`config.mk`:
```
export PLATFORM = sky130hd
export DESIGN_NAME = fip_tail_parser
export DESIGN_NICKNAME = d
export VERILOG_FILES = /design/src/core/fip_tail_pkg.sv /design/src/core/crc32_byte.sv /design/src/core/fip_tail_parser.sv
export SDC_FILE = /design/constraint.sdc
export NUM_CORES = 1
export LEC_CHECK = 0
export ABC_CLOCK_PERIOD_IN_PS = 17200
export BUFFER_PORTS_ARGS = -buffer_cell sky130_fd_sc_hd__buf_4
export CORE_UTILIZATION = 38
export CTS_BUF_LIST = sky130_fd_sc_hd__clkbuf_2 sky130_fd_sc_hd__clkbuf_4 sky130_fd_sc_hd__clkbuf_8
export DETAILED_ROUTE_END_ITERATION = 12
export GPL_TIMING_DRIVEN = 0
export PLACE_DENSITY = 0.58
export SLEW_MARGIN = 20
export SYNTH_ARGS = -nofsm -noshare
export SYNTH_HDL_FRONTEND = slang
export SYNTH_SLANG_ARGS = --single-unit
```
`constraint.sdc`:
```
create_clock -name clk_i -period 17.2 [get_ports clk_i]
set_input_delay 1.72 -clock clk_i [delete_from_list [all_inputs] [get_ports clk_i]]
set_output_delay 1.72 -clock clk_i [all_outputs]
set_load 0.1 [all_outputs]
```
`src/core/fip_tail_pkg.sv`:
```
// constants shared by the frame initialization packet tail parser and its crc engine
//----------------------------------------------------------------------------
// Overview of operation
// - parameter word positions 0..21 hold three groups of signalling bits
// - word positions 23:22 give bandwidth: 7, 8, 6 MHz or other
// - word position 24 set means high priority or non-hierarchical stream
// - addressing length byte is the byte count of the address field
// - addressing length zero means the crc word follows at once
// - addressing length 0xff means one group address is carried
// - other addressing lengths walk a loop of unicast transmitter addresses
// - addresses are 16 bits; 0x0000 matches every transmitter
// - crc over the section must leave the checker registers at zero
// - every byte after the crc word holds 0xff
// - loop length byte is the byte count of all commands
// - each command has code and length; length steps to next command
// - command codes 0x00 to 0x0a defined, the rest reserved
// - any command may be missing without harming operation
// - time shift is code, length and a 16-bit signed offset
// - time shift counts 100 ns steps, range -32768 to +32767
// - shift applies to stamp plus maximum delay, modulo ten million
// - a packet is always 188 bytes, header plus payload
// - packets are recognised by packet identifier 0x15
// - section byte count covers bytes up to crc, never above 182
// - parameter word applies two frames on, other values one frame on
//----------------------------------------------------------------------------
package fip_tail_pkg;

   //-------------------------------------------------------------------------
   // packet layout
   //-------------------------------------------------------------------------
   localparam logic [7:0]  POS_LAST     = 8'hbb;   // byte 187 of 188
   localparam logic [7:0]  SYNC_BYTE    = 8'h47;
   localparam logic [12:0] PID_FIP      = 13'h0015;
   localparam logic [7:0]  POS_PID_HI   = 8'h01;
   localparam logic [7:0]  POS_PID_LO   = 8'h02;
   localparam logic [7:0]  POS_CRC_FROM = 8'h04;   // crc starts at sync id
   localparam logic [7:0]  POS_SEC_LEN  = 8'h05;
   localparam logic [7:0]  POS_STAMP_0  = 8'h0a;
   localparam logic [7:0]  POS_STAMP_2  = 8'h0c;
   localparam logic [7:0]  POS_MAXD_0   = 8'h0d;
   localparam logic [7:0]  POS_MAXD_2   = 8'h0f;
   localparam logic [7:0]  POS_TPS_0    = 8'h10;
   localparam logic [7:0]  POS_TPS_3    = 8'h13;
   localparam logic [7:0]  POS_ADDR_LEN = 8'h14;
   localparam logic [7:0]  SEC_MAX      = 8'hb6;   // 182
   localparam logic [7:0]  ADDR_NONE    = 8'h00;
   localparam logic [7:0]  ADDR_MCAST   = 8'hff;
   localparam logic [7:0]  MCAST_BYTES  = 8'h02;   // one group address
   localparam logic [15:0] TX_BCAST     = 16'h0000;
   localparam logic [7:0]  PAD_BYTE     = 8'hff;

   //-------------------------------------------------------------------------
   // commands and parameter word fields
   //-------------------------------------------------------------------------
   localparam logic [7:0]  TAG_TIME_SHIFT = 8'h00;
   localparam logic [7:0]  TAG_LAST       = 8'h0a;
   localparam int          SEEN_RSVD      = 11;
   localparam int          TPS_RSVD_LO    = 25;
   localparam int          TPS_PRIO       = 24;
   localparam int          TPS_BW_LO      = 22;
   localparam logic [1:0]  BW_7MHZ        = 2'h0;
   localparam logic [1:0]  BW_8MHZ        = 2'h1;
   localparam logic [1:0]  BW_6MHZ        = 2'h2;
   localparam logic [1:0]  BW_OTHER       = 2'h3;

   //-------------------------------------------------------------------------
   // timing
   //-------------------------------------------------------------------------
   localparam int          TIME_UNIT_NS   = 100;
   localparam logic [25:0] EMIT_MODULUS   = 26'h0989680;   // ten million

   //-------------------------------------------------------------------------
   // crc
   //-------------------------------------------------------------------------
   localparam logic [31:0] CRC_POLY = 32'h04c11db7;
   localparam logic [31:0] CRC_INIT = 32'hffffffff;

   //-------------------------------------------------------------------------
   // register map, byte offsets, and reset values
   //-------------------------------------------------------------------------
   localparam logic [5:0]  OFF_CTRL   = 6'h00;
   localparam logic [5:0]  OFF_TXID   = 6'h04;
   localparam logic [5:0]  OFF_STATUS = 6'h08;
   localparam logic [5:0]  OFF_TPS    = 6'h0c;
   localparam logic [5:0]  OFF_SHIFT  = 6'h10;
   localparam logic [5:0]  OFF_EMIT   = 6'h14;
   localparam logic [5:0]  OFF_SEEN   = 6'h18;
   localparam logic [5:0]  OFF_REF    = 6'h1c;
   localparam logic        RST_ENABLE = 1'b1;
   localparam logic [15:0] RST_OWN_ID = 16'h0001;
   localparam logic [15:0] RST_GRP_ID = 16'h0001;
   localparam int          ST_OK      = 0;
   localparam int          ST_CRC     = 1;
   localparam int          ST_FMT     = 2;
   localparam int          ST_RSVD    = 3;
   localparam int          ST_PAD     = 4;

endpackage

```
`src/core/crc32_byte.sv`:
```
// byte-wide crc-32 engine, msb first, for section checking
`timescale 1ns/1ps
`default_nettype none
module crc32_byte (
   // clock and reset
   input  wire logic        clk_i,
   input  wire logic        rst_i,
   // byte feed
   input  wire logic        clear_i,
   input  wire logic        enable_i,
   input  wire logic [7:0]  data_i,
   // remainder
   output logic      [31:0] crc_o
);

   typedef struct packed {
      logic [31:0] crc;
   } crc_state_t;

   crc_state_t r;
   crc_state_t n;

   // one byte through the polynomial, high bit first
   function automatic logic [31:0] crc_step(input logic [31:0] c, input logic [7:0] d);
      logic [31:0] v;
      logic        fb;
      v = c;
      for (int i = 7; i >= 0; i--) begin
         fb = v[31] ^ d[i];
         v = {v[30:0], 1'b0} ^ (fb ? fip_tail_pkg::CRC_POLY : 32'h00000000);
      end
      return v;
   endfunction

   // clear at packet start, fold in each section byte
   always_comb begin
      n = r;
      if (clear_i) begin
         n.crc = fip_tail_pkg::CRC_INIT;
      end else if (enable_i) begin
         n.crc = crc_step(r.crc, data_i);
      end
      if (rst_i) begin
         n.crc = fip_tail_pkg::CRC_INIT;
      end
   end

   always_ff @(posedge clk_i) begin
      r <= n;
   end

   assign crc_o = r.crc;

endmodule
`default_nettype wire

```
`src/core/fip_tail_parser.sv`:
```
// frame initialization packet parser with avalon-mm register slave
`timescale 1ns/1ps
`default_nettype none
module fip_tail_parser (
   // clock and reset
   input  wire logic        clk_i,
   input  wire logic        rst_i,
   // transport stream bytes
   input  wire logic [7:0]  byte_i,
   input  wire logic        byte_valid_i,
   input  wire logic        pkt_start_i,
   // frame boundary from the modulator
   input  wire logic        frame_start_i,
   // avalon-mm slave
   input  wire logic [5:0]  address_i,
   input  wire logic        read_i,
   input  wire logic        write_i,
   input  wire logic [31:0] writedata_i,
   output logic      [31:0] readdata_o,
   output logic             waitrequest_o,
   // applied parameters
   output logic      [21:0] tps_param_o,
   output logic      [1:0]  bw_code_o,
   output logic             hp_stream_o,
   output logic      [15:0] time_shift_o,
   output logic      [23:0] ref_time_o,
   output logic      [23:0] emit_time_o,
   // packet verdict pulses
   output logic             pkt_ok_o,
   output logic             pkt_err_o
);

   typedef enum logic [3:0] {
      IDLE, FIXED, ADDR, LOOP_LEN, CMD_TAG, CMD_LEN, CMD_BODY, CRC, PAD, SKIP
   } parse_t;

   typedef struct packed {
      parse_t      st;
      logic [7:0]  pos, sec_rem, addr_rem, id_hi, loop_rem, tag, body_rem, ts_hi;
      logic [4:0]  pid_hi, status;
      logic [23:0] frame_sync_stamp, maxd, stamp_pend, maxd_pend, ref_act, emit_act;
      logic [31:0] tps, tps_pend, tps_mid, tps_act, rdata;
      logic [15:0] ts_pkt, ts_pend, ts_act, own_id, grp_id;
      logic [11:0] seen_pkt, seen;
      logic [1:0]  body_idx, crc_cnt;
      logic        mcast, id_phase, match, ts_ok, crc_chk, enable, waitreq, ok_p, err_p;
   } parser_state_t;

   parser_state_t r;
   parser_state_t n;

   logic [31:0] crc;
   logic        crc_clr;
   logic        crc_en;
   logic        in_sec;

   //-------------------------------------------------------------------------
   // helpers
   //-------------------------------------------------------------------------

   // fold a signed sum back into one second of 100 ns steps
   function automatic logic [23:0] wrap_second(input logic signed [25:0] v);
      logic signed [25:0] m;
      logic signed [25:0] w;
      m = fip_tail_pkg::EMIT_MODULUS;
      w = v;
      if (w < 26'sh0000000) begin
         w = w + m;
      end else if (w >= m) begin
         w = w - m;
      end
      return w[23:0];
   endfunction

   logic [23:0] ref_next;
   logic [23:0] emit_next;

   // reference emission time and shifted emission time
   always_comb begin
      ref_next = wrap_second(26'({2'b00, r.stamp_pend} + {2'b00, r.maxd_pend}));
      emit_next = wrap_second(26'($signed({2'b00, ref_next}) +
                                  $signed({{10{r.ts_pend[15]}}, r.ts_pend})));
   end

   //-------------------------------------------------------------------------
   // crc engine
   //-------------------------------------------------------------------------
   assign in_sec = (r.st != IDLE) && (r.st != SKIP) && (r.st != PAD) &&
                   (r.pos > fip_tail_pkg::POS_SEC_LEN);
   assign crc_clr = byte_valid_i && pkt_start_i;
   assign crc_en = byte_valid_i && !pkt_start_i && (r.st != IDLE) && (r.st != SKIP) &&
                   (r.st != PAD) && (r.pos >= fip_tail_pkg::POS_CRC_FROM);

   crc32_byte u_crc (
      .clk_i    (clk_i),
      .rst_i    (rst_i),
      .clear_i  (crc_clr),
      .enable_i (crc_en),
      .data_i   (byte_i),
      .crc_o    (crc)
   );

   //-------------------------------------------------------------------------
   // next state
   //-------------------------------------------------------------------------
   always_comb begin
      logic [4:0]  set;
      logic [4:0]  clr;
      logic        fmt;
      logic [15:0] id;
      logic [7:0]  rem;
      set = 5'h00;
      clr = 5'h00;
      fmt = 1'b0;
      id = 16'h0000;
      rem = 8'h00;
      n = r;
      n.ok_p = 1'b0;
      n.err_p = 1'b0;

      // bus slave: one wait cycle, then answer
      if (r.waitreq) begin
         if (read_i || write_i) begin
            n.waitreq = 1'b0;
         end
         if (read_i) begin
            unique case (address_i)
               fip_tail_pkg::OFF_CTRL:   n.rdata = {31'h00000000, r.enable};
               fip_tail_pkg::OFF_TXID:   n.rdata = {r.grp_id, r.own_id};
               fip_tail_pkg::OFF_STATUS: n.rdata = {27'h0000000, r.status};
               fip_tail_pkg::OFF_TPS:    n.rdata = r.tps_act;
               fip_tail_pkg::OFF_SHIFT:  n.rdata = {16'h0000, r.ts_act};
               fip_tail_pkg::OFF_EMIT:   n.rdata = {8'h00, r.emit_act};
               fip_tail_pkg::OFF_SEEN:   n.rdata = {20'h00000, r.seen};
               fip_tail_pkg::OFF_REF:    n.rdata = {8'h00, r.ref_act};
               default:                  n.rdata = 32'h00000000;
            endcase
         end
      end else begin
         n.waitreq = 1'b1;
         if (write_i) begin
            unique case (address_i)
               fip_tail_pkg::OFF_CTRL: n.enable = writedata_i[0];
               fip_tail_pkg::OFF_TXID: begin
                  n.own_id = writedata_i[15:0];
                  n.grp_id = writedata_i[31:16];
               end
               fip_tail_pkg::OFF_STATUS: clr = writedata_i[4:0];
               default: ;
            endcase
         end
      end

      // frame boundary: word moves two frames on, others one
      if (frame_start_i) begin
         n.tps_mid = r.tps_pend;
         n.tps_act = r.tps_mid;
         n.ts_act = r.ts_pend;
         n.ref_act = ref_next;
         n.emit_act = emit_next;
      end

      // crc verdict one cycle after the last crc byte
      if (r.crc_chk) begin
         n.crc_chk = 1'b0;
         if (crc != 32'h00000000) begin
            set[fip_tail_pkg::ST_CRC] = 1'b1;
            n.err_p = 1'b1;
         end else begin
            set[fip_tail_pkg::ST_OK] = 1'b1;
            n.ok_p = 1'b1;
            n.tps_pend = r.tps;
            n.stamp_pend = r.frame_sync_stamp;
            n.maxd_pend = r.maxd;
            if (r.tps[31:fip_tail_pkg::TPS_RSVD_LO] != 7'h00) begin
               set[fip_tail_pkg::ST_RSVD] = 1'b1;
            end
            if (r.match) begin
               n.seen = r.seen_pkt;
               if (r.ts_ok) begin
                  n.ts_pend = r.ts_pkt;
               end
            end
         end
      end

      // byte parser
      if (byte_valid_i && r.enable) begin
         if (pkt_start_i) begin
            n.pos = fip_tail_pkg::POS_PID_HI;
            n.st = (byte_i == fip_tail_pkg::SYNC_BYTE) ? FIXED : SKIP;
            n.match = 1'b0;
            n.mcast = 1'b0;
            n.id_phase = 1'b0;
            n.ts_ok = 1'b0;
            n.seen_pkt = 12'h000;
            n.crc_cnt = 2'h0;
            n.crc_chk = 1'b0;
         end else begin
            n.pos = r.pos + 8'h01;
            if (in_sec) begin
               n.sec_rem = r.sec_rem - 8'h01;
            end
            unique case (r.st)
               IDLE, SKIP: ;
               FIXED: begin
                  if (r.pos == fip_tail_pkg::POS_PID_HI) begin
                     n.pid_hi = byte_i[4:0];
                  end else if (r.pos == fip_tail_pkg::POS_PID_LO) begin
                     if ({r.pid_hi, byte_i} != fip_tail_pkg::PID_FIP) begin
                        n.st = SKIP;
                     end
                  end else if (r.pos == fip_tail_pkg::POS_SEC_LEN) begin
                     n.sec_rem = byte_i;
                     fmt = (byte_i > fip_tail_pkg::SEC_MAX);
                  end else if (r.pos >= fip_tail_pkg::POS_STAMP_0 &&
                               r.pos <= fip_tail_pkg::POS_STAMP_2) begin
                     n.frame_sync_stamp = {r.frame_sync_stamp[15:0], byte_i};
                  end else if (r.pos >= fip_tail_pkg::POS_MAXD_0 &&
                               r.pos <= fip_tail_pkg::POS_MAXD_2) begin
                     n.maxd = {r.maxd[15:0], byte_i};
                  end else if (r.pos >= fip_tail_pkg::POS_TPS_0 &&
                               r.pos <= fip_tail_pkg::POS_TPS_3) begin
                     n.tps = {r.tps[23:0], byte_i};
                  end else if (r.pos == fip_tail_pkg::POS_ADDR_LEN) begin
                     if (byte_i == fip_tail_pkg::ADDR_NONE) begin
                        n.match = 1'b1;
                        n.st = CRC;
                     end else if (byte_i == fip_tail_pkg::ADDR_MCAST) begin
                        n.mcast = 1'b1;
                        n.addr_rem = fip_tail_pkg::MCAST_BYTES;
                        n.st = ADDR;
                     end else begin
                        fmt = byte_i[0];
                        n.addr_rem = byte_i;
                        n.st = ADDR;
                     end
                  end
               end
               ADDR: begin
                  n.id_phase = !r.id_phase;
                  n.addr_rem = r.addr_rem - 8'h01;
                  id = {r.id_hi, byte_i};
                  if (!r.id_phase) begin
                     n.id_hi = byte_i;
                  end else if (id == fip_tail_pkg::TX_BCAST ||
                               id == (r.mcast ? r.grp_id : r.own_id)) begin
                     n.match = 1'b1;
                  end
                  if (r.addr_rem == 8'h01) begin
                     n.st = LOOP_LEN;
                  end
               end
               LOOP_LEN: begin
                  n.loop_rem = byte_i;
                  n.st = (byte_i == 8'h00) ? CRC : CMD_TAG;
               end
               CMD_TAG: begin
                  n.tag = byte_i;
                  n.loop_rem = r.loop_rem - 8'h01;
                  fmt = (r.loop_rem == 8'h01);
                  n.st = CMD_LEN;
                  if (byte_i <= fip_tail_pkg::TAG_LAST) begin
                     n.seen_pkt[byte_i[3:0]] = 1'b1;
                  end else begin
                     n.seen_pkt[fip_tail_pkg::SEEN_RSVD] = 1'b1;
                  end
               end
               CMD_LEN: begin
                  rem = r.loop_rem - 8'h01;
                  fmt = (byte_i > rem);
                  n.loop_rem = rem;
                  n.body_rem = byte_i;
                  n.body_idx = 2'h0;
                  if (byte_i != 8'h00) begin
                     n.st = CMD_BODY;
                  end else begin
                     n.st = (rem == 8'h00) ? CRC : CMD_TAG;
                  end
               end
               CMD_BODY: begin
                  n.loop_rem = r.loop_rem - 8'h01;
                  n.body_rem = r.body_rem - 8'h01;
                  if (r.body_idx != 2'h3) begin
                     n.body_idx = r.body_idx + 2'h1;
                  end
                  if (r.tag == fip_tail_pkg::TAG_TIME_SHIFT) begin
                     if (r.body_idx == 2'h0) begin
                        n.ts_hi = byte_i;
                     end else if (r.body_idx == 2'h1) begin
                        n.ts_pkt = {r.ts_hi, byte_i};
                        n.ts_ok = 1'b1;
                     end
                  end
                  if (r.body_rem == 8'h01) begin
                     n.st = (r.loop_rem == 8'h01) ? CRC : CMD_TAG;
                  end
               end
               CRC: begin
                  n.crc_cnt = r.crc_cnt + 2'h1;
                  if (r.crc_cnt == 2'h3) begin
                     fmt = (r.sec_rem != 8'h01);
                     n.crc_chk = (r.sec_rem == 8'h01);
                     n.st = PAD;
                  end
               end
               PAD: begin
                  if (byte_i != fip_tail_pkg::PAD_BYTE) begin
                     set[fip_tail_pkg::ST_PAD] = 1'b1;
                  end
               end
               default: n.st = SKIP;
            endcase
            if (r.pos == fip_tail_pkg::POS_LAST && n.st != PAD && n.st != SKIP &&
                n.st != IDLE) begin
               fmt = 1'b1;
            end
            if (fmt) begin
               set[fip_tail_pkg::ST_FMT] = 1'b1;
               n.err_p = 1'b1;
               n.crc_chk = 1'b0;
               n.st = SKIP;
            end
            if (r.pos == fip_tail_pkg::POS_LAST) begin
               n.st = IDLE;
            end
         end
      end

      // sticky status, set beats clear
      n.status = (r.status & ~clr) | set;

      if (rst_i) begin
         n = '0;
         n.st = IDLE;
         n.waitreq = 1'b1;
         n.enable = fip_tail_pkg::RST_ENABLE;
         n.own_id = fip_tail_pkg::RST_OWN_ID;
         n.grp_id = fip_tail_pkg::RST_GRP_ID;
      end
   end

   // register the whole state
   always_ff @(posedge clk_i) begin
      r <= n;
   end

   //-------------------------------------------------------------------------
   // outputs straight from state
   //-------------------------------------------------------------------------
   assign readdata_o = r.rdata;
   assign waitrequest_o = r.waitreq;
   assign tps_param_o = r.tps_act[21:0];
   assign bw_code_o = r.tps_act[23:fip_tail_pkg::TPS_BW_LO];
   assign hp_stream_o = r.tps_act[fip_tail_pkg::TPS_PRIO];
   assign time_shift_o = r.ts_act;
   assign ref_time_o = r.ref_act;
   assign emit_time_o = r.emit_act;
   assign pkt_ok_o = r.ok_p;
   assign pkt_err_o = r.err_p;

endmodule
`default_nettype wire

```
==> results of run 1 <==
worst min path at each step:
stage	end	cells after the start	slack (ns)
finish	r[114]	2	0.45
global placement	r[112]	2	0.44
floorplan	r[365]	2	0.43
global route	r[368]	2	0.46
CTS	r[16]	2	0.45
detailed placement	r[106]	2	0.44
cells by family after synthesis:
family          count (synthesis)  synth area share, %
compound gates                807                 19.0
buf+inv                       371                 6.91
flops                         531                 39.1
xor+xnor                      151                 4.89
mux                           167                 6.17
fa+ha+maj                      82                 3.83
simple gates                 1264                 20.1
worst reg2reg max path: cells and delay by family, from the launching register on:
family                     cells  cell delay [ns]
AOI/OAI and AO/OA             16             4.38
adders and majority gates      3             1.02
and+or+nand+nor                3             1.01
buffers and inverters          3             0.66
xor gates and xnor gates       3             1.33
DFF                            1             0.42
through the flow:
stage | std cells | cell area, um^2 | power (mW) | setup WS, ns | util, %
floorplan | 3373 | 27200 | 1.37 | 10.26 | -
global placement | 4488 | 29700 | 1.45 | 8.54 | 42.2
finish | 4660 | 31800 | 2.75 | 8.31 | 45.2
global route | 4660 | 31800 | 2.83 | 7.90 | 45.2
CTS | 4659 | 31800 | 2.76 | 8.51 | 45.2
detailed placement | 4489 | 29700 | 1.45 | 8.52 | 42.2
area by class of cell:
type	count	area [um^2]	share of cell area [%]
clock inverters	17	241	0.758
flip-flops and latches	531	10600	33.4
multi-input cells	2471	14700	46.1
clock buffers	153	1900	5.96
repair buffers	176	1320	4.15
well taps	940	1180	3.69
plain buffers	327	1720	5.40
diodes	1	2.50	0.00786
inverters	44	165	0.519
synthesized netlist by cell type (15+ instances only):
| library cell | instances |
|---|---|
| a211oi_1 | 30 |
| a21o_1 | 34 |
| a21oi_1 | 372 |
| a22oi_1 | 72 |
| a31oi_1 | 33 |
| and2_1 | 22 |
| and3_1 | 17 |
| buf_1 | 17 |
| buf_4 | 120 |
| clkbuf_1 | 181 |
| dfxtp_1 | 531 |
| ha_1 | 80 |
| inv_1 | 43 |
| mux2i_1 | 161 |
| nand2_1 | 612 |
| nand2b_1 | 20 |
| nand3_1 | 45 |
| nand4_1 | 24 |
| nor2_1 | 353 |
| nor3_1 | 43 |
| nor4_1 | 33 |
| o211a_1 | 15 |
| o211ai_1 | 61 |
| o21ai_0 | 70 |
| or2_2 | 18 |
| or3_1 | 24 |
| xnor2_1 | 85 |
| xor2_1 | 65 |
flip-flops by register name, indices dropped and copies added (netlist names):
register and count:
u_crc.crc_o 32, pkt_err_o 1, bw_code_o 2, tps_param_o 22
readdata_o 32, pkt_ok_o 1, waitrequest_o 1, time_shift_o 16
ref_time_o 24, hp_stream_o 1, r 375, emit_time_o 24
per-layer routing:
metal | up-vias | part of all wire [%] | global-route usage, %
met5 | - | 0 | 0
li1 | 12203 | - | -
met2 | 1088 | 43 | 41.1
met4 | 0 | 4.4 | 12.4
met1 | 12005 | 45 | 37.0
met3 | 186 | 7.5 | 3.84
where the power goes:
part | total [mW] | switching, mW | internal, mW
registers | 1.24 | 0.00586 | 1.23
logic | 0.182 | 0.131 | 0.0509
clock network | 1.33 | 0.576 | 0.752
total | 2.75 | 0.713 | 2.04
==> key figures, run 1 <==
Place
  • Gp weighted congestion: 0.958
  • IO buf count: about 180
  • Post-detail-place hpwl: 76900 um

Logic synthesis
  • Synthesized flop and latch total: 531
  • Syn Nets: 3508
  • Ys async rst share: 0%
  • Seq/Total Area, Yosys: 39.1%
  • Ys flop type: dfxtp_1
  • Synth top area share: 39.1%
  • Mapped Area: 27200 um^2
  • Mean Syn Cell Area: a little over 8 um^2
  • Post-synth EDFFs: 0
  • Distinct cells, synth: 89
  • Synth top area cells: dfxtp_1 39%, nand2_1 8.4%, a21oi_1 6.8%
  • Leading area contributor after synthesis: dfxtp_1
  • Ys Warns: 0
  • Mapped Cells: ~3400

Setup path
  • CP Capture Type: flop
  • CP Depth: 28
  • Worst path bufs/invs: 3
  • Crit Path Class: reg2reg
  • FF-to-FF path depth: 28
  • Setup crit end: emit_time_o[17]
  • Crit path max fanout: 10
  • CP most frequent cell: ha_1
  • Slowest stage cell, crit path: or4b_1
  • CP delay by family, top: compound AO/OA/AOI/OAI gates
  • RR Startpoint: r[350]
  • Startpoint types: flop
  • CP peak stage delay: 0.61 ns
  • Crit path arrival time: 9.54 ns
  • Worst Setup SP: r[350]
  • Reg2reg setup slack: 8.31 ns
  • R2r endpoint: emit_time_o[17]
  • Data required time at the worst endpoint: 17.84 ns

Floorplan
  • Initial core utilization: 38.6%
  • Cell Rows: 97
  • Die height: 270 um
  • # IOs: 177
  • Die W: about 270 um
  • Die Area: just over 70000 um^2
  • Core Footprint: 70400 um^2

Outcome
  • Status: finished clean

CTS
  • Post-CTS Setup Bufs: 0
  • CTS Sinks: 531
  • CTS HTree Levels: 3
  • Skew-Pair Late Insertion Delay: about 0.74 ns
  • CTS tree: done
  • Root Driver: clkbuf_8
  • Reg clk slew, reported paths: 0.06 ns
  • TritonCTS Buffers: 93
  • Max Buffers Root-to-Sink: 3
  • # hold bufs at CTS: 0
  • Post-cts sizing count: 0

Cells and area
  • Commonest non-fill, non-tap cells in the layout: 612 x nand2_1, 531 x dfxtp_1, 372 x a21oi_1, 353 x nor2_1, 296 x buf_4
  • Fillers: slightly above 7000
  • Leading cell type in the layout, fill and taps excluded: nand2_1
  • Synth-to-Final Area Change: 17.1%
  • Layout cells sized above 1: 14.3%
  • Fin nets: 3779

Power
  • Lkg Pwr: 12.5 nW
  • Worst IR Drop VDD: 0.0000519 V
  • PwrDens: 86.4 nW/um^2

GRT
  • GRT Util Overall: 26.8%
  • First-pass GRT wire length: around 150000 um
  • Gr ovfl total: 0
  • Number of global-route vias before repair: approximately 23000
  • Initial antenna violation count: 1
  • Largest net degree at the start of global routing: 17

STA
  • RSZ-0062 raised after global routing: no
  • Max_slew headroom: 16.2%
  • Final TNS setup: 0 ns
  • Max Freq: 112 MHz
  • Worst clock skew: between 0.05 and 0.06 ns
  • Fin. max-slew vios: 0
  • Worst hold margin: between 0.4 and 0.5 ns
  • Period utilisation layout: 51.7%
  • Final setup viols: 0
  • Final Hold Vio Count: 0
  • Tmin final: 8.89 ns
  • Worst slew pin tran: 1.26 ns

Drt
  • Antenna Violating Nets Remaining: 0
  • Initial DRC Count: 2712
  • DRC Markers: 0
  • WL/cell: 21.7 um
  • Drt first pass iters: 6
  • Vias per cell: 5.47
  • Vias: 25482
  • Final WL: 101000 um

Worst hold path
  • Worst Hold Class: reg2reg
  • Hold path startpoint: r[114]

Flow run
  • Max Cap Viol: 0
(Power assumes the default switching activity.)
==> run 2: changes to the inputs <==
--- a/config.mk
+++ b/config.mk
@@ -5,13 +5,13 @@
 export SDC_FILE = /design/constraint.sdc
 export NUM_CORES = 1
 export LEC_CHECK = 0
-export ABC_CLOCK_PERIOD_IN_PS = 17200
+export ABC_CLOCK_PERIOD_IN_PS = 7920
 export BUFFER_PORTS_ARGS = -buffer_cell sky130_fd_sc_hd__buf_4
 export CORE_UTILIZATION = 38
 export CTS_BUF_LIST = sky130_fd_sc_hd__clkbuf_2 sky130_fd_sc_hd__clkbuf_4 sky130_fd_sc_hd__clkbuf_8
 export DETAILED_ROUTE_END_ITERATION = 12
 export GPL_TIMING_DRIVEN = 0
-export PLACE_DENSITY = 0.58
+export PLACE_DENSITY = 0.6
 export SLEW_MARGIN = 20
 export SYNTH_ARGS = -nofsm -noshare
 export SYNTH_HDL_FRONTEND = slang
==> constraint.sdc (replaced) <==
create_clock -name clk_i -period 7.92 [get_ports clk_i]
set_input_delay 0.792 -clock clk_i [delete_from_list [all_inputs] [get_ports clk_i]]
set_output_delay 0.792 -clock clk_i [all_outputs]
set_load 0.1 [all_outputs]
==> run 2 against run 1 <==
Effect of this change: worst hold slack worse by 0.12 ns; critical path depth is 1 higher; via count increased by 1.7%; register-to-register slack worse by 8.1 ns; final cell count increased by 0.34%; highest routed layer is now met5; critical endpoint is now emit_time_o[11]; total power rose by 110%; flip-flop and latch count is the same; first-iteration DRC count increased by 1.2%; die area unchanged; wire length rose by 0.79%; combinational power is 120% higher; non-clock buffer count rose by 26; largest power group unchanged.
==> key figures, run 2 (synthesized netlist as in run 1, its figures left out) <==
Cells and area
  • Largest register FFs: 375 (unchanged)
  • Fin nets: 3802 (+0.61%)
  • Commonest non-fill, non-tap cells in the layout: 611 x nand2_1, 531 x dfxtp_1, 371 x a21oi_1, 351 x nor2_1, 323 x buf_4
  • Leading cell type in the layout, fill and taps excluded: nand2_1
  • Layout cells sized above 1: 15.7% (+1.4 points)
  • Synth-to-Final Area Change: 18.5%
  • Biggest register: r
  • Final Cell Area: 32200 um^2 (+1.2%)
  • Fillers: 7143 (-1.7%)
  • Final core utilization: 45.8% (+0.56 points)
  • Multi-input gate area: 15000 um^2 (+2.0%)
  • Register area: 10600 um^2 (unchanged)

Drt
  • Antenna Violating Nets Remaining: 0 (unchanged)
  • Initial DRC Count: 2745 (+1.2%)
  • Final WL: 102000 um (+0.79%)
  • Drt first pass iters: 7 (+1)
  • Vias per cell: 5.54 (+1.3%)
  • DRC Markers: 0 (unchanged)
  • Vias: 25908 (+1.7%)
  • WL/cell: 21.8 um (+0.44%)

Setup path
  • Slowest stage cell, crit path: or4b_4
  • CP peak stage delay: 0.53 ns (-0.08 ns)
  • Data required time at the worst endpoint: 8.44 ns (-9.40 ns)
  • Startpoint types: flop
  • FF-to-FF path depth: 29 (+3.6%)
  • CP Capture Type: flop
  • R2r endpoint: emit_time_o[11]
  • Crit path max fanout: 10 (unchanged)
  • Reg2reg setup slack: 0.21 ns (-8.09 ns)
  • RR Startpoint: r[349]
  • Crit Path Class: reg2reg
  • Crit path arrival time: 8.23 ns (-1.31 ns)

STA
  • Final setup viols: 0 (unchanged)
  • Fin. max-slew vios: 0 (unchanged)
  • Max_slew headroom: 13.6% (-2.6 points)
  • Worst clock skew: 0.0555 ns (-0.00241 ns)
  • Worst hold margin: 0.327 ns (-0.124 ns)
  • Tmin final: 7.71 ns (-1.19 ns)
  • Max Freq: 130 MHz (+15%)
  • Final Hold Vio Count: 0 (unchanged)
  • Period utilisation layout: 97.3% (+46 points)
  • Worst slew pin tran: 1.30 ns (+0.0395 ns)

Place
  • IO buf count: 175 (unchanged)
  • Post-detail-place hpwl: 77100 um (+0.36%)
  • Gp weighted congestion: 0.991 (+3.5%)
  • Placed inst area: 29700 um^2 (about the same)

Worst hold path
  • Worst Hold Class: in2reg
  • Hold depth: 2 (unchanged)
  • WHS Endpoint: waitrequest_o
  • Hold path startpoint: read_i

Floorplan
  • Die W: 270 um (unchanged)
  • Die Area: 72600 um^2 (unchanged)
  • Die height: 270 um (unchanged)
  • Cell Rows: 97 (unchanged)
  • Initial core utilization: 38.6% (unchanged)
  • # IOs: 177 (unchanged)
  • Core Footprint: 70400 um^2 (unchanged)

Power
  • PwrDens: 182 nW/um^2 (+110%)
  • Lkg Pwr: 12.6 nW (+1.2%)
  • Worst IR Drop VDD: 0.000111 V (+110%)
  • Final Power: 5.87 mW (+110%)

GRT
  • Number of global-route vias before repair: 23477 (+0.77%)
  • Largest net degree at the start of global routing: 17 (unchanged)
  • Gr ovfl total: 0 (unchanged)
  • First-pass GRT wire length: 149000 um (+0.51%)
  • GRT Util Overall: 26.9% (+0.097 points)
  • Initial antenna violation count: 4 (+3)

CTS
  • CTS Sinks: 531 (unchanged)
  • # hold bufs at CTS: 0 (unchanged)
  • TritonCTS Buffers: 90 (-3.2%)
  • Root Driver: clkbuf_8
  • Reg clk slew, reported paths: 0.06 ns (about the same)
  • CTS HTree Levels: 3 (unchanged)
  • CTS tree: done
  • Max Buffers Root-to-Sink: 3 (unchanged)
  • Skew-Pair Late Insertion Delay: 0.71 ns (-0.03 ns)

Flow run
  • Max Cap Viol: 0 (unchanged)

Outcome
  • Status: finished clean
run 2: cell count changes in the layout (fill, tap and decap cells not counted), moves of 5 or more:
cell and delta:
buf_4 +27, xnor2_1 -6, xor2_1 -7, clkbuf_8 -6, a211oi_1 -5, clkbuf_4 -8, xor2_2 +6, xnor2_2 +6
run 2: final cells by class:
| class | instances | share of cell area [%] |
|---|---|---|
| plain buffers | 326 | 5.36 |
| diodes | 3 | 0.0233 |
| flip-flops and latches | 531 | 33.0 |
| repair buffers | 203 | 4.72 |
| well taps | 940 | 3.65 |
| clock inverters | 19 | 0.858 |
| clock buffers | 139 | 5.45 |
| inverters | 44 | 0.512 |
| multi-input cells | 2471 | 46.5 |
run 2: power breakdown:
group,internal (mW),switching (mW)
combinational,0.111,0.287
clock,1.56,1.22
sequential,2.68,0.0127
run 2: metal layers:
metal / part of all wire (%) / GRT usage, % / up-vias
met2: 44 / 41.7 / 1210
met4: 4.4 / 12.2 / 2
met1: 43 / 36.3 / 12214
met5: 0.013 / 0 / -
met3: 8.4 / 4.76 / 228
li1: - / - / 12254
run 2: worst max-delay path by stage:
stage	startpoint	endpoint	slack, ns	cells after the start
after floorplan	r[325]	emit_time_o[14]	0.98	30
after global placement	r[350]	emit_time_o[14]	-0.82	27
after detailed placement	r[350]	emit_time_o[14]	-0.83	27
after CTS	r[349]	emit_time_o[19]	0.03	32
after global routing	r[349]	emit_time_o[11]	-0.03	30
final	r[349]	emit_time_o[11]	0.21	29
run 2: critical path, delay by kind of cell (launching register included):
kind | cells | cell delay, ns
AND/OR/NAND/NOR | 5 | 1.48
buffers and inverters | 4 | 0.60
AO/OA/AOI/OAI | 15 | 3.35
adder cells (fa/ha/maj) | 3 | 0.93
XOR/XNOR | 2 | 0.76
flip-flops | 1 | 0.39
run 2: per-stage QoR:
| step | setup slack [ns] | std cells | setup TNS (ns) |
|---|---|---|---|
| 2_1_floorplan | 0.985 | 3373 | 0 |
| 3_3_place_gp | -0.817 | 4488 | -12.19 |
| 3_5_place_dp | -0.834 | 4489 | -12.23 |
| 4_1_cts | 0.0304 | 4658 | 0 |
| 5_1_grt | -0.0328 | 4674 | -0.0535 |
| 6_report | 0.212 | 4676 | 0 |
run 2: repair_timing:
item                                    4_1_cts  5_1_grt
pin swaps                                     9       15
buffers inserted                             11       15
endpoints found under the setup margin       17       17
cloned                                        0        1
gates resized for setup                      26       31
==> run 3: changes to the inputs <==
--- a/config.mk
+++ b/config.mk
@@ -7,11 +7,11 @@
 export LEC_CHECK = 0
 export ABC_CLOCK_PERIOD_IN_PS = 7920
 export BUFFER_PORTS_ARGS = -buffer_cell sky130_fd_sc_hd__buf_4
-export CORE_UTILIZATION = 38
+export CORE_UTILIZATION = 55
 export CTS_BUF_LIST = sky130_fd_sc_hd__clkbuf_2 sky130_fd_sc_hd__clkbuf_4 sky130_fd_sc_hd__clkbuf_8
 export DETAILED_ROUTE_END_ITERATION = 12
 export GPL_TIMING_DRIVEN = 0
-export PLACE_DENSITY = 0.6
+export PLACE_DENSITY = 0.8
 export SLEW_MARGIN = 20
 export SYNTH_ARGS = -nofsm -noshare
 export SYNTH_HDL_FRONTEND = slang
==> run 3 against run 2 <==
Effect of this change: sequential power barely moved; die area fell by 31%; total power fell by 0.53%.
==> key figures, run 3 (synthesized netlist as in run 1, its figures left out) <==
Setup path
  • Crit path max fanout: 10 (unchanged)
  • Slowest stage cell, crit path: mux2i_2
  • Worst path bufs/invs: 4 (unchanged)
  • CP peak stage delay: 0.43 ns (-0.10 ns)
  • Startpoint types: flop
  • CP delay by family, top: compound AO/OA/AOI/OAI gates
  • Data required time at the worst endpoint: 8.49 ns (+0.05 ns)
  • CP Capture Type: flop
  • Crit Path Class: reg2reg
  • Crit path arrival time: 8.24 ns (about the same)

GRT
  • Gr ovfl total: 0 (unchanged)
  • Largest net degree at the start of global routing: 17 (unchanged)
  • GRT Util Overall: 36.2% (+9.3 points)
  • First-pass GRT wire length: 140000 um (-6.4%)
  • Number of global-route vias before repair: 23917 (+1.9%)
  • Initial antenna violation count: 1 (-3)

Cells and area
  • Layout cells sized above 1: 15.2% (-0.53 points)
  • Layout Cells excl Fill: 4388 (-6.2%)
  • Fillers: 4295 (-40%)
  • Biggest register: r
  • Register area: 10600 um^2 (unchanged)
  • Fin nets: 3791 (-0.29%)
  • Commonest non-fill, non-tap cells in the layout: 612 x nand2_1, 531 x dfxtp_1, 370 x a21oi_1, 351 x nor2_1, 314 x buf_4
  • Largest register FFs: 375 (unchanged)
  • Leading cell type in the layout, fill and taps excluded: nand2_1
  • Ant. Diodes: 0 (-3)
  • Multi-input gate area: 15000 um^2 (-0.18%)
  • Synth-to-Final Area Change: 16.8%

STA
  • Max_slew headroom: 21.0% (+7.4 points)
  • Final setup viols: 0 (unchanged)
  • Worst clock skew: 0.0411 ns (-0.0145 ns)
  • Max Freq: 130 MHz (+0.56%)
  • Tmin final: 7.66 ns (-0.0431 ns)
  • Final setup margin: 0.255 ns (+0.0431 ns)
  • Fin. max-slew vios: 0 (unchanged)
  • Final TNS setup: 0 ns (unchanged)
  • Worst slew pin tran: 1.19 ns (-0.111 ns)
  • Worst hold margin: 0.329 ns (+0.00263 ns)
  • Period utilisation layout: 96.8% (-0.54 points)
  • Final Hold Vio Count: 0 (unchanged)

Drt
  • Detailed-route wire length on metal 1: 37700 um (-15%)
  • Initial DRC Count: 3240 (+18%)
  • WL/cell: 21.4 um (-1.9%)
  • Drt first pass iters: 7 (unchanged)
  • Vias per cell: 5.99 (+8.1%)
  • Max layer used: met4
  • Detailed route wirelength on metal3: 9720 um (+13%)
  • Final WL: 93700 um (-7.9%)
  • DRC Markers: 0 (unchanged)
  • WL met2: 39500 um (-11%)
  • Antenna Violating Nets Remaining: 0 (unchanged)
  • Vias: 26292 (+1.5%)

Place
  • Post-detail-place hpwl: 70200 um (-9.0%)
  • Post-Place Worst Slack: -0.676 ns (+0.158 ns)
  • IO buf count: 175 (unchanged)
  • Dpl cells: 4212 (-6.2%)
  • Gp weighted congestion: 1.00 (+1.3%)

CTS
  • CTS Sinks: 531 (unchanged)
  • # hold bufs at CTS: 0 (unchanged)
  • CTS tree: done
  • Max Buffers Root-to-Sink: 3 (unchanged)
  • Reg clk slew, reported paths: 0.06 ns (about the same)
  • TritonCTS Buffers: 87 (-3.3%)
  • CTS HTree Levels: 3 (unchanged)
  • Root Driver: clkbuf_8
  • Skew-Pair Late Insertion Delay: 0.70 ns (about the same)

Power
  • Worst IR Drop VDD: 0.000160 V (+44%)
  • PwrDens: 184 nW/um^2 (+0.94%)
  • Internal: 4.40 mW (+1.1%)
  • Combinational share of power: 6.6% (-0.2 points)
  • Sw frac: 24.7% (-1.2 points)
  • Final Power: 5.84 mW (-0.53%)
  • P_sw: 1.44 mW (-5.1%)
  • Clk pwr share: 47.3% (about the same)
  • Sequential Power Share: 46.1% (+0.2 points)
  • Lkg Pwr: 12.6 nW (-0.48%)

Floorplan
  • # IOs: 177 (unchanged)
  • Cell Rows: 81 (-16%)
  • Die Area: 50300 um^2 (-31%)
  • Core Footprint: 48800 um^2 (-31%)
  • Die W: 224 um (-17%)
  • Initial core utilization: 55.7% (+17 points)
  • Die height: 224 um (-17%)

Worst hold path
  • Worst Hold Class: in2reg

Flow run
  • Max Cap Viol: 0 (unchanged)

Outcome
  • Status: finished clean
==> run 3: cell count changes in the layout (fill, tap and decap cells not counted), moves of 4 or more <==
| cell | delta |
|---|---|
| clkbuf_8 | -5 |
| clkbuf_1 | +6 |
| a211oi_1 | +4 |
| clkbuf_2 | -5 |
| buf_4 | -9 |
| clkinv_8 | -4 |
==> run 3: routing by layer <==
metal	up-vias	track usage, %
li1	12218	-
met3	344	7.67
met1	12317	47.3
met2	1413	54.5
met5	-	0
met4	0	22.9
==> run 3: power groups by stage <==
stage / clock, mW / combinational [mW] / sequential, mW
after floorplan: 0 / 0.237 / 2.75
after global routing: 2.88 / 0.398 / 2.69
after global placement: 0 / 0.370 / 2.75
after CTS: 2.77 / 0.373 / 2.69
after detailed placement: 0 / 0.372 / 2.75
final: 2.76 / 0.384 / 2.69
==> run 3: metrics by stage <==
stage | area [um^2] | utilization, %
after global placement | 29300 | 60.1
final | 31800 | 65.0
after CTS | 31500 | 64.5
after detailed placement | 29300 | 60.1
after global routing | 31800 | 65.0
after floorplan | 27200 | -
==> run 3: final timing paths <==
| check | end | start | slack [ns] | cells after the start |
|---|---|---|---|---|
| hold reg to reg | r[345] | r[393] | 0.44 | 2 |
| hold / removal | waitrequest_o | read_i | 0.33 | 2 |
| setup reg to reg | emit_time_o[14] | r[349] | 0.26 | 31 |
| setup / recovery | emit_time_o[14] | r[349] | 0.26 | 31 |
==> run 3: timing repair <==
action	CTS	global route
endpoints found under the setup margin	17	17
pin swaps	4	13
buffers inserted	5	13
hold endpoints to repair	0	0
cloned	0	1
gates resized for setup	17	31
==> run 3: worst reg2reg max path: cells and delay by family (launching register included) <==
kind / cells / cell delay, ns
simple gates: 8 / 1.57
compound gates: 13 / 3.05
mux: 1 / 0.44
xor+xnor: 1 / 0.27
buf+inv: 4 / 0.58
flops: 1 / 0.39
fa+ha+maj: 4 / 1.24
==> run 3: final cells by class <==
cell class,count,share of cell area [%]
multi-input cells,2471,47.1
repair buffers,194,4.58
inverters,44,0.520
clock buffers,137,5.38
well taps,664,2.61
clock inverters,20,0.953
plain buffers,327,5.43
flip-flops and latches,531,33.5
